## src/emo_pkg.sv

```systemverilog
// Purpose: Shared constants for the external memory select and overlay block
// Assumes: 14-bit core addresses, 16-bit control registers
// Notes: Wait-state fields are widened by the wait-state mode bit
package emo_pkg;
  localparam int ADDR_W = 14;
  localparam int DATA_W = 16;
  // Control register addresses in data memory
  localparam logic [13:0] REG_SYSTEM_CONTROL = 14'h3fff;
  localparam logic [13:0] REG_WAIT_CONTROL = 14'h3ffe;
  localparam logic [13:0] REG_COMPOSITE_CONTROL = 14'h3ffd;
  localparam logic [13:0] REG_OVERLAY = 14'h3ffc;
  // Reset values
  localparam logic [15:0] SYSCTL_RESET = 16'h0000;
  localparam logic [15:0] WAITCTL_RESET = 16'h7fff;
  localparam logic [15:0] CMSCTL_RESET = 16'hfb00;
  localparam logic [15:0] OVERLAY_RESET = 16'h0000;
  // Writable bits; reserved bits stay zero
  localparam logic [15:0] SYSCTL_MASK = 16'h1c0f;
  localparam logic [15:0] WAITCTL_MASK = 16'hffff;
  localparam logic [15:0] CMSCTL_MASK = 16'hff00;
  localparam logic [15:0] OVERLAY_MASK = 16'h000f;
  // System control fields
  localparam int SYS_PM_WAIT_LSB = 0;
  localparam int SYS_BYTE_DISABLE = 3;
  localparam int SYS_SERIAL_ONE_CFG = 10;
  localparam int SYS_SERIAL_ONE_EN = 11;
  localparam int SYS_SERIAL_ZERO_EN = 12;
  // Wait control fields
  localparam int WAIT_IO_LSB = 0;
  localparam int WAIT_FIELD_W = 3;
  localparam int WAIT_DM_LSB = 12;
  localparam int WAIT_MODE_BIT = 15;
  // Composite control fields; enable order pm, dm, byte, io
  localparam int CMS_SEL_LSB = 8;
  localparam int CMS_PM = 0;
  localparam int CMS_DM = 1;
  localparam int CMS_BYTE = 2;
  localparam int CMS_IO = 3;
  localparam int CMS_BYTE_WAIT_LSB = 12;
  // Overlay register fields
  localparam int OVL_PM_LSB = 0;
  localparam int OVL_DM_LSB = 2;
  // Overlay select encodings
  localparam logic [1:0] OVL_RESERVED = 2'h0;
  localparam logic [1:0] OVL_ONE = 2'h1;
  localparam logic [1:0] OVL_TWO = 2'h2;
  localparam logic [13:0] OVERLAY_BASE = 14'h2000;
  // Access spaces
  localparam logic [1:0] SPACE_PM = 2'h0;
  localparam logic [1:0] SPACE_DM = 2'h1;
  localparam logic [1:0] SPACE_IO = 2'h2;
  localparam logic [1:0] SPACE_BYTE = 2'h3;
  localparam int IO_ADDR_W = 11;
  localparam int IO_REGION_LSB = 9;
  localparam logic [4:0] WAIT_MAX = 5'h0f;

  // Effective wait states from a field and the mode bit
  function automatic logic [4:0] wait_count(input logic [3:0] field, input logic mode);
    logic [4:0] doubled;
    doubled = {field, 1'b1};
    if (!mode)
      wait_count = {1'b0, field};
    else if (doubled > WAIT_MAX)
      wait_count = WAIT_MAX;
    else
      wait_count = doubled;
  endfunction : wait_count
endpackage : emo_pkg

```

## src/emo_memory_select.sv

```systemverilog
// Purpose: External memory selects, overlays, wait states and acknowledge pin style
// Assumes: One access request at a time from the core, taken in idle only
// Notes: Registers sit at their data-memory addresses on the register port
// Summary of operation
// - Host mode, style 0: acknowledge actively driven
// - Host mode, style 1: acknowledge open drain
// - Program memory 24 bits, two external overlays
// - Host mode: only A0, no external fetch
// - Program overlay 1 A13 low, 2 high
// - Data overlay decodes the same way
// - Internal data accesses finish in one cycle
// - External data accesses use data wait field
// - Byte-select disable suppresses byte select
// - Serial enables and program wait field
// - I/O: eleven address lines, upper driven zero
// - Four three-bit I/O wait fields
// - I/O regions by address bits ten:nine
// - Composite select follows bus request release
// - Enable bit makes composite follow select
// - Composite enables reset to one except byte
// - Byte memory 256 pages of 16K
// - Byte address from page and A13:0
// - Byte accesses use byte wait field
// - Mode pin sampled during reset only
`timescale 1ns/1ns
`default_nettype none
module emo_memory_select #(
  parameter int WS_W = 5
) (
  input wire logic clk,
  input wire logic reset,
  input wire logic flag_pin_two,
  input wire logic ack_style,
  input wire logic host_ack_busy,
  input wire logic bus_request,
  input wire logic req_valid,
  input wire logic [1:0] req_space,
  input wire logic req_fetch,
  input wire logic [13:0] req_addr,
  input wire logic [7:0] req_page,
  input wire logic reg_write,
  input wire logic reg_read,
  input wire logic [13:0] reg_addr,
  input wire logic [15:0] reg_wdata,
  output logic [15:0] reg_rdata,
  output logic req_done,
  output logic req_refused,
  output logic bus_grant,
  output logic [13:0] ext_addr,
  output logic [7:0] byte_page,
  output logic program_space_select_n,
  output logic data_space_select_n,
  output logic io_space_select_n,
  output logic byte_space_select_n,
  output logic composite_select_n,
  output logic host_acknowledge,
  output logic host_acknowledge_oe,
  output logic host_mode,
  output logic serial_port_zero_en,
  output logic serial_port_one_en,
  output logic serial_port_one_cfg
);
  typedef enum logic [0:0] {ST_IDLE, ST_EXT} emo_state_t;

  if (WS_W < 4)
  begin : g_check
    $error("WS_W too narrow for 15 wait states");
  end

  emo_state_t state;
  logic [15:0] system_control;
  logic [15:0] wait_control;
  logic [15:0] composite_control;
  logic [15:0] overlay;
  logic ack_style_lat;
  logic [1:0] space_lat;
  logic count_zero;

  // Register fields
  wire logic wait_mode = wait_control[emo_pkg::WAIT_MODE_BIT];
  wire logic [2:0] pm_wait = system_control[emo_pkg::SYS_PM_WAIT_LSB +: 3];
  wire logic [2:0] dm_wait = wait_control[emo_pkg::WAIT_DM_LSB +: 3];
  wire logic [3:0] byte_wait = composite_control[emo_pkg::CMS_BYTE_WAIT_LSB +: 4];
  wire logic [3:0] cms_sel = composite_control[emo_pkg::CMS_SEL_LSB +: 4];
  wire logic byte_disable = system_control[emo_pkg::SYS_BYTE_DISABLE];
  wire logic [1:0] pm_ovl = overlay[emo_pkg::OVL_PM_LSB +: 2];
  wire logic [1:0] dm_ovl = overlay[emo_pkg::OVL_DM_LSB +: 2];

  // Request decode
  wire logic in_window = req_addr >= emo_pkg::OVERLAY_BASE;
  wire logic [1:0] req_ovl = (req_space == emo_pkg::SPACE_PM) ? pm_ovl : dm_ovl;
  wire logic ovl_ok = (req_ovl == emo_pkg::OVL_ONE) || (req_ovl == emo_pkg::OVL_TWO);
  wire logic is_mem = (req_space == emo_pkg::SPACE_PM) || (req_space == emo_pkg::SPACE_DM);
  wire logic go_ext = is_mem ? (in_window && ovl_ok) : 1'b1;
  // Only external fetches are refused; internal program memory still runs
  wire logic fetch_refused = host_mode && req_fetch && (req_space == emo_pkg::SPACE_PM) && go_ext;
  wire logic accept = (state == ST_IDLE) && req_valid && !bus_request;
  wire logic accept_ext = accept && go_ext && !fetch_refused;
  wire logic [1:0] io_region = req_addr[emo_pkg::IO_REGION_LSB +: 2];
  wire logic [2:0] io_wait = wait_control[emo_pkg::WAIT_IO_LSB + emo_pkg::WAIT_FIELD_W * io_region +: 3];

  // Wait states per space
  logic [4:0] next_waits;
  always_comb
  begin
    case (req_space)
      emo_pkg::SPACE_PM: next_waits = emo_pkg::wait_count({1'b0, pm_wait}, wait_mode);
      emo_pkg::SPACE_DM: next_waits = emo_pkg::wait_count({1'b0, dm_wait}, wait_mode);
      emo_pkg::SPACE_IO: next_waits = emo_pkg::wait_count({1'b0, io_wait}, wait_mode);
      default: next_waits = emo_pkg::wait_count(byte_wait, wait_mode);
    endcase
  end

  // External address forming
  logic [13:0] next_addr;
  always_comb
  begin
    case (req_space)
      emo_pkg::SPACE_IO: next_addr = {3'h0, req_addr[emo_pkg::IO_ADDR_W-1:0]};
      emo_pkg::SPACE_BYTE: next_addr = req_addr;
      default: next_addr = {req_ovl == emo_pkg::OVL_TWO, req_addr[12:0]};
    endcase
    if (host_mode)
      next_addr = {13'h0, req_addr[0]};
  end

  wire logic end_ext = (state == ST_EXT) && count_zero;
  wire logic [WS_W-1:0] load_value = WS_W'(next_waits);

  emo_wait_counter #(.WS_W(WS_W)) u_wait (
    .clk(clk),
    .reset(reset),
    .load(accept_ext),
    .load_value(load_value),
    .count_zero(count_zero)
  );

  // Access state machine
  always_ff @(posedge clk)
  begin
    if (reset)
      state <= ST_IDLE;
    else
    begin
      case (state)
        ST_IDLE: if (accept_ext) state <= ST_EXT;
        ST_EXT: if (count_zero) state <= ST_IDLE;
        default: state <= ST_IDLE;
      endcase
    end
  end

  // Selected space and addresses held for the access
  always_ff @(posedge clk)
  begin
    if (reset)
    begin
      space_lat <= emo_pkg::SPACE_PM;
      ext_addr <= '0;
      byte_page <= '0;
    end
    else if (accept_ext)
    begin
      space_lat <= req_space;
      ext_addr <= next_addr;
      byte_page <= (req_space == emo_pkg::SPACE_BYTE) ? req_page : 8'h00;
    end
  end

  // Individual select levels for the next cycle
  wire logic active_next = accept_ext || ((state == ST_EXT) && !count_zero);
  wire logic [1:0] sp_next = accept_ext ? req_space : space_lat;
  wire logic pm_on = active_next && (sp_next == emo_pkg::SPACE_PM);
  wire logic dm_on = active_next && (sp_next == emo_pkg::SPACE_DM);
  wire logic io_on = active_next && (sp_next == emo_pkg::SPACE_IO);
  wire logic byte_on = active_next && (sp_next == emo_pkg::SPACE_BYTE);
  // Selects are already released while granted, so a stale grant must not open it
  wire logic byte_gate = !byte_disable;
  wire logic cms_on = (pm_on && cms_sel[emo_pkg::CMS_PM]) || (dm_on && cms_sel[emo_pkg::CMS_DM])
                      || (byte_on && cms_sel[emo_pkg::CMS_BYTE]) || (io_on && cms_sel[emo_pkg::CMS_IO]);

  // Active-low selects, high when idle or bus granted
  always_ff @(posedge clk)
  begin
    if (reset)
    begin
      program_space_select_n <= 1'b1;
      data_space_select_n <= 1'b1;
      io_space_select_n <= 1'b1;
      byte_space_select_n <= 1'b1;
      composite_select_n <= 1'b1;
    end
    else
    begin
      program_space_select_n <= !pm_on;
      data_space_select_n <= !dm_on;
      io_space_select_n <= !io_on;
      byte_space_select_n <= !(byte_on && byte_gate);
      composite_select_n <= !cms_on;
    end
  end

  // Completion, refusal and bus grant
  always_ff @(posedge clk)
  begin
    if (reset)
    begin
      req_done <= 1'b0;
      req_refused <= 1'b0;
      bus_grant <= 1'b0;
    end
    else
    begin
      req_done <= end_ext || (accept && !go_ext && !fetch_refused);
      req_refused <= accept && fetch_refused;
      bus_grant <= bus_request && (state == ST_IDLE) && !accept_ext;
    end
  end

  // Mode captured while reset is held
  always_ff @(posedge clk)
  begin
    if (reset)
    begin
      host_mode <= flag_pin_two;
      ack_style_lat <= ack_style;
    end
  end

  // Acknowledge pin drive style
  always_ff @(posedge clk)
  begin
    if (reset)
    begin
      host_acknowledge <= 1'b1;
      host_acknowledge_oe <= 1'b0;
    end
    else if (!host_mode)
    begin
      host_acknowledge <= 1'b1;
      host_acknowledge_oe <= 1'b0;
    end
    else if (!ack_style_lat)
    begin
      host_acknowledge <= !host_ack_busy;
      host_acknowledge_oe <= 1'b1;
    end
    else
    begin
      host_acknowledge <= 1'b1;
      host_acknowledge_oe <= !host_ack_busy;
    end
  end

  // Register writes, reserved bits forced to zero
  wire logic [15:0] wmask_data = reg_wdata;
  always_ff @(posedge clk)
  begin
    if (reset)
    begin
      system_control <= emo_pkg::SYSCTL_RESET;
      wait_control <= emo_pkg::WAITCTL_RESET;
      composite_control <= emo_pkg::CMSCTL_RESET;
      overlay <= emo_pkg::OVERLAY_RESET;
    end
    else if (reg_write)
    begin
      case (reg_addr)
        emo_pkg::REG_SYSTEM_CONTROL: system_control <= wmask_data & emo_pkg::SYSCTL_MASK;
        emo_pkg::REG_WAIT_CONTROL: wait_control <= wmask_data & emo_pkg::WAITCTL_MASK;
        emo_pkg::REG_COMPOSITE_CONTROL: composite_control <= wmask_data & emo_pkg::CMSCTL_MASK;
        emo_pkg::REG_OVERLAY: overlay <= wmask_data & emo_pkg::OVERLAY_MASK;
        default: overlay <= overlay;
      endcase
    end
  end

  // Register read data and port enables
  logic [15:0] next_rdata;
  always_comb
  begin
    case (reg_addr)
      emo_pkg::REG_SYSTEM_CONTROL: next_rdata = system_control;
      emo_pkg::REG_WAIT_CONTROL: next_rdata = wait_control;
      emo_pkg::REG_COMPOSITE_CONTROL: next_rdata = composite_control;
      emo_pkg::REG_OVERLAY: next_rdata = overlay;
      default: next_rdata = 16'h0000;
    endcase
  end

  always_ff @(posedge clk)
  begin
    if (reset)
    begin
      reg_rdata <= 16'h0000;
      serial_port_zero_en <= 1'b0;
      serial_port_one_en <= 1'b0;
      serial_port_one_cfg <= 1'b0;
    end
    else
    begin
      if (reg_read)
        reg_rdata <= next_rdata;
      serial_port_zero_en <= system_control[emo_pkg::SYS_SERIAL_ZERO_EN];
      serial_port_one_en <= system_control[emo_pkg::SYS_SERIAL_ONE_EN];
      serial_port_one_cfg <= system_control[emo_pkg::SYS_SERIAL_ONE_CFG];
    end
  end

  // Helper: select length and expected wait count
  logic [5:0] sel_len;
  logic [4:0] waits_lat;
  always_ff @(posedge clk)
  begin
    if (reset)
    begin
      sel_len <= '0;
      waits_lat <= '0;
    end
    else if (accept_ext)
    begin
      sel_len <= 6'h01;
      waits_lat <= next_waits;
    end
    else if (state == ST_EXT)
      sel_len <= sel_len + 6'h01;
  end

  wire logic any_sel = !program_space_select_n || !data_space_select_n || !io_space_select_n
                       || !byte_space_select_n;
endmodule : emo_memory_select
`default_nettype wire

```

## src/emo_wait_counter.sv

```systemverilog
// Purpose: Down counter that stretches an external access by its wait states
// Assumes: load has priority over counting
// Notes: count_zero decodes the held count, so it follows the register directly
`timescale 1ns/1ns
`default_nettype none
module emo_wait_counter #(
  parameter int WS_W = 5
) (
  input wire logic clk,
  input wire logic reset,
  input wire logic load,
  input wire logic [WS_W-1:0] load_value,
  output logic count_zero
);
  logic [WS_W-1:0] count;

  // Load, then count down to zero
  always_ff @(posedge clk)
  begin
    if (reset)
      count <= '0;
    else if (load)
      count <= load_value;
    else if (count != '0)
      count <= count - 1'b1;
  end

  assign count_zero = (count == '0);
endmodule : emo_wait_counter
`default_nettype wire

```

## config.mk

```make
export PLATFORM = sky130hd
export DESIGN_NAME = emo_memory_select
export DESIGN_NICKNAME = d
export VERILOG_FILES = /design/src/emo_pkg.sv /design/src/emo_memory_select.sv /design/src/emo_wait_counter.sv
export SDC_FILE = /design/constraint.sdc
export NUM_CORES = 1
export LEC_CHECK = 0
export BUFFER_PORTS_ARGS = -buffer_cell sky130_fd_sc_hd__buf_4
export CAP_MARGIN = 40
export CELL_PAD_IN_SITES_DETAIL_PLACEMENT = 0
export CELL_PAD_IN_SITES_GLOBAL_PLACEMENT = 1
export CORE_ASPECT_RATIO = 1.4
export CORE_MARGIN = 2
export CORE_UTILIZATION = 35
export DETAILED_ROUTE_END_ITERATION = 8
export PLACE_DENSITY_LB_ADDON = 0.1
export SYNTH_ARGS = -nofsm -noshare
export SYNTH_HDL_FRONTEND = slang
export SYNTH_SLANG_ARGS = --single-unit
```

## constraint.sdc

```tcl
create_clock -name clk -period 2.4 [get_ports clk]
set_input_delay 0.24 -clock clk [delete_from_list [all_inputs] [get_ports clk]]
set_output_delay 0.24 -clock clk [all_outputs]
set_load 0.02 [all_outputs]
```

==> results_dict.tcl <==
set metrics [dict create \
    crit_top_cell "buf_4" \
    yosys.area.top_type "dfxtp_1" \
    cts_tree "yes" \
    slew_headroom 0.579 \
    synth-edff-count 2 \
    wl_per_cell_um 16.9 \
    clock_skew_ns 0.00831 \
    synth-seq-cells 96 \
    routed_via_density 5.07 \
    cp_max_fo 4 \
    cp.arrival_ns 2.21 \
    layout-drive-gt1-share 0.308 \
    ys_seq_area_frac 0.473 \
    grt_usage 0.192 \
    power_density_nw_per_um2 660 \
    synthToLayoutAreaGrowth_pct 32.6 \
    start_util 0.360 \
    synth.most_common_cell "dfxtp_1" \
    hold-path-endpoint "host_acknowledge_oe" \
    setup_violations 0 \
    yosys-top-cells-count "dfxtp_1 (94), nand2_1 (55), nor2_1 (30)" \
    utilization 0.477 \
    rr_worst_depth 8 \
    required_ns 2.64 \
    worstSetupEndpointType "register" \
    vias 3547 \
    post_cts_buffers 0 \
    path_class "input port to register" \
    cts-htree-levels 3 \
    syn_inst 433 \
    path_cells "buf_4, nor2_1, mux2_2, ha_1, nor2b_1, buf_4, o211ai_4, o22ai_4, a22oi_1, a211o_1" \
    core-area_um2 11400 \
    whs_path_depth 2 \
    min_period_ns 1.97 \
    grt_max_degree 50 \
    ant_nets 0 \
    finalCritPeriodShare 0.821 \
    synth_area_um2 4100 \
    max-cap-violations 0 \
    finalSetupTns_ns 0 \
    num_io_pins 116 \
    port_buffers 115 \
    root_buffer "clkbuf_16" \
    worst_setup_path_start_kind "input port" \
    first_global_vias 3594 \
    cts_resized 0 \
    synth_cell_types 59 \
    grt_pass1_wl_mm 18.7 \
    clock_path_buffers 2 \
    yosys_warnings 0 \
    synth.avg_cell_area_um2 9.47 \
    cts.sinks 96 \
    hold_start "host_ack_busy" \
    rows 46 \
    cp_num_buf_inv 2 \
    hold_viol_final 0 \
    fp.dieH_um 132 \
    maxSlewViolCount 0 \
    grt_overflow_total 0 \
    drc 0 \
    ctsHoldBuffers 0 \
    power.leakage_nw 2.31 \
    netlist.area_leader.share 0.459 \
    syn-num-nets 500 \
    worstReg2RegEnd "composite_select_n" \
    cpLargestDelayFamily "compound AO/OA/AOI/OAI gates" \
    max_stage_delay_ns 0.38 \
    synth_ff_type "dfxtp_1" \
    ff2ff_setup_slack_ns 0.44 \
    status "completed" \
    vdd_drop_max_mv 0.324 \
    first_pass_iters 4 \
    totalWireLength_mm 11.8 \
    r2r-start "overlay[1]" \
    crit_path_top_delay_cell "mux2_2" \
    first_iter_violations 100 \
    cts_buffers 9 \
    nNetsFinal 618 \
    dieArea_um2 12600 \
    max_slew.worst_pin.slew_ns 0.622 \
    fp.dieW_um 95.5 \
    place.gp.congestion 0.853 \
    hold_class "input port to register" \
    hpwl_mm 8.92 \
    n_antenna_cell 0 \
    async_flop_share 0 \
    clock_latency_ns 0.35 \
    rsz0062_at_grt "no" \
    grt_antenna_before_repair 0 \
    synth.area.top_cells "dfxtp_1 (46%), a22o_1 (5.8%), nand2_1 (5.0%)" \
    clk_pin_slew_worst_paths_ns 0.07 \
    fmax_ghz 0.507 \
]
cell usage in the layout, fill, tap and decap left out, types with 2 or more instances in the layout:
cell / synthesis / layout
a211o_1: 8 / 8
a21oi_1: 27 / 27
a22o_1: 27 / 27
a2bb2oi_1: 4 / 4
a311oi_1: 2 / 2
buf_4: 4 / 134
clkbuf_1: 12 / 2
clkbuf_16: 0 / 9
clkinv_2: 0 / 2
dfxtp_1: 94 / 94
edfxtp_1: 2 / 2
ha_1: 3 / 3
inv_1: 12 / 12
mux2_2: 5 / 5
mux2i_1: 20 / 20
nand2_1: 55 / 55
nand2b_1: 14 / 14
nand3_1: 18 / 18
nand3b_1: 20 / 20
nand4_1: 3 / 3
nor2_1: 30 / 30
nor2b_1: 5 / 5
nor3_1: 9 / 9
nor3_2: 2 / 2
nor3b_1: 2 / 2
o21ai_0: 5 / 5
o21ai_2: 2 / 2
o22ai_1: 2 / 2
or3_1: 2 / 2
or3b_2: 2 / 2
xor2_1: 2 / 2
metal layers:
metal / routed length [um] / up-vias / part of all wire / track usage
li1: - / 1775 / - / -
met4: 239 / 0 / 0.020 / 0.0730
met1: 4950 / 1678 / 0.42 / 0.224
met3: 457 / 17 / 0.039 / 0.0349
met5: 0 / - / 0 / 0
met2: 6140 / 77 / 0.52 / 0.341
state kept, by name (all words and copies together), names as in the netlist, 2 cells and up:
signal and cells:
composite_control 8, byte_page 8, u_wait.count 5, reg_rdata 16, system_control 7, ext_addr 14
wait_control 16, space_lat 2, overlay 4
cell families after synthesis:
logic type      after synthesis  synth area share
buf+inv                      40            0.0439
mux                          26            0.0680
flops                        96             0.473
compound gates               90             0.168
xor+xnor                      3           0.00641
fa+ha+maj                     3           0.00915
simple gates                175             0.231
where the power goes:
| part | switching (mW) | total [mW] | internal, mW |
|---|---|---|---|
| combinational | 0.296 | 0.579 | 0.284 |
| clock | 0.592 | 1.32 | 0.724 |
| sequential | 0.0416 | 1.69 | 1.65 |
stage by stage:
step	total power, mW	hold WS [ns]	std cells	setup slack, ns	area, um^2
2_1_floorplan	2.09	0.329	433	0.0869	4100
3_3_place_gp	2.31	0.420	684	0.124	5170
3_5_place_dp	2.31	0.421	684	0.0583	5170
4_1_cts	3.63	0.0645	699	0.427	5440
5_1_grt	3.77	0.0622	699	0.291	5440
6_report	3.59	0.0687	699	0.429	5440
final cells by class:
cell class	instances	area, um^2
Multi-Input combinational cell	297	1980
Clock inverter	3	18.8
Fill cell	1141	5960
Timing Repair Buffer	135	1030
Clock buffer	12	246
Tap cell	144	180
Inverter	12	45.0
Sequential cell	96	1940
worst max path at each step:
stage / startpoint / to / slack, ns / cells past startpoint
3_3_place_gp: req_space[1] / composite_select_n / 0.12 / 10
5_1_grt: overlay[1] / u_wait.count[0] / 0.29 / 8
6_report: req_space[1] / composite_select_n / 0.43 / 10
2_1_floorplan: req_space[1] / composite_select_n / 0.09 / 9
4_1_cts: overlay[1] / composite_select_n / 0.43 / 8
3_5_place_dp: req_space[1] / composite_select_n / 0.06 / 10
Power figures use the tool's default switching activity.
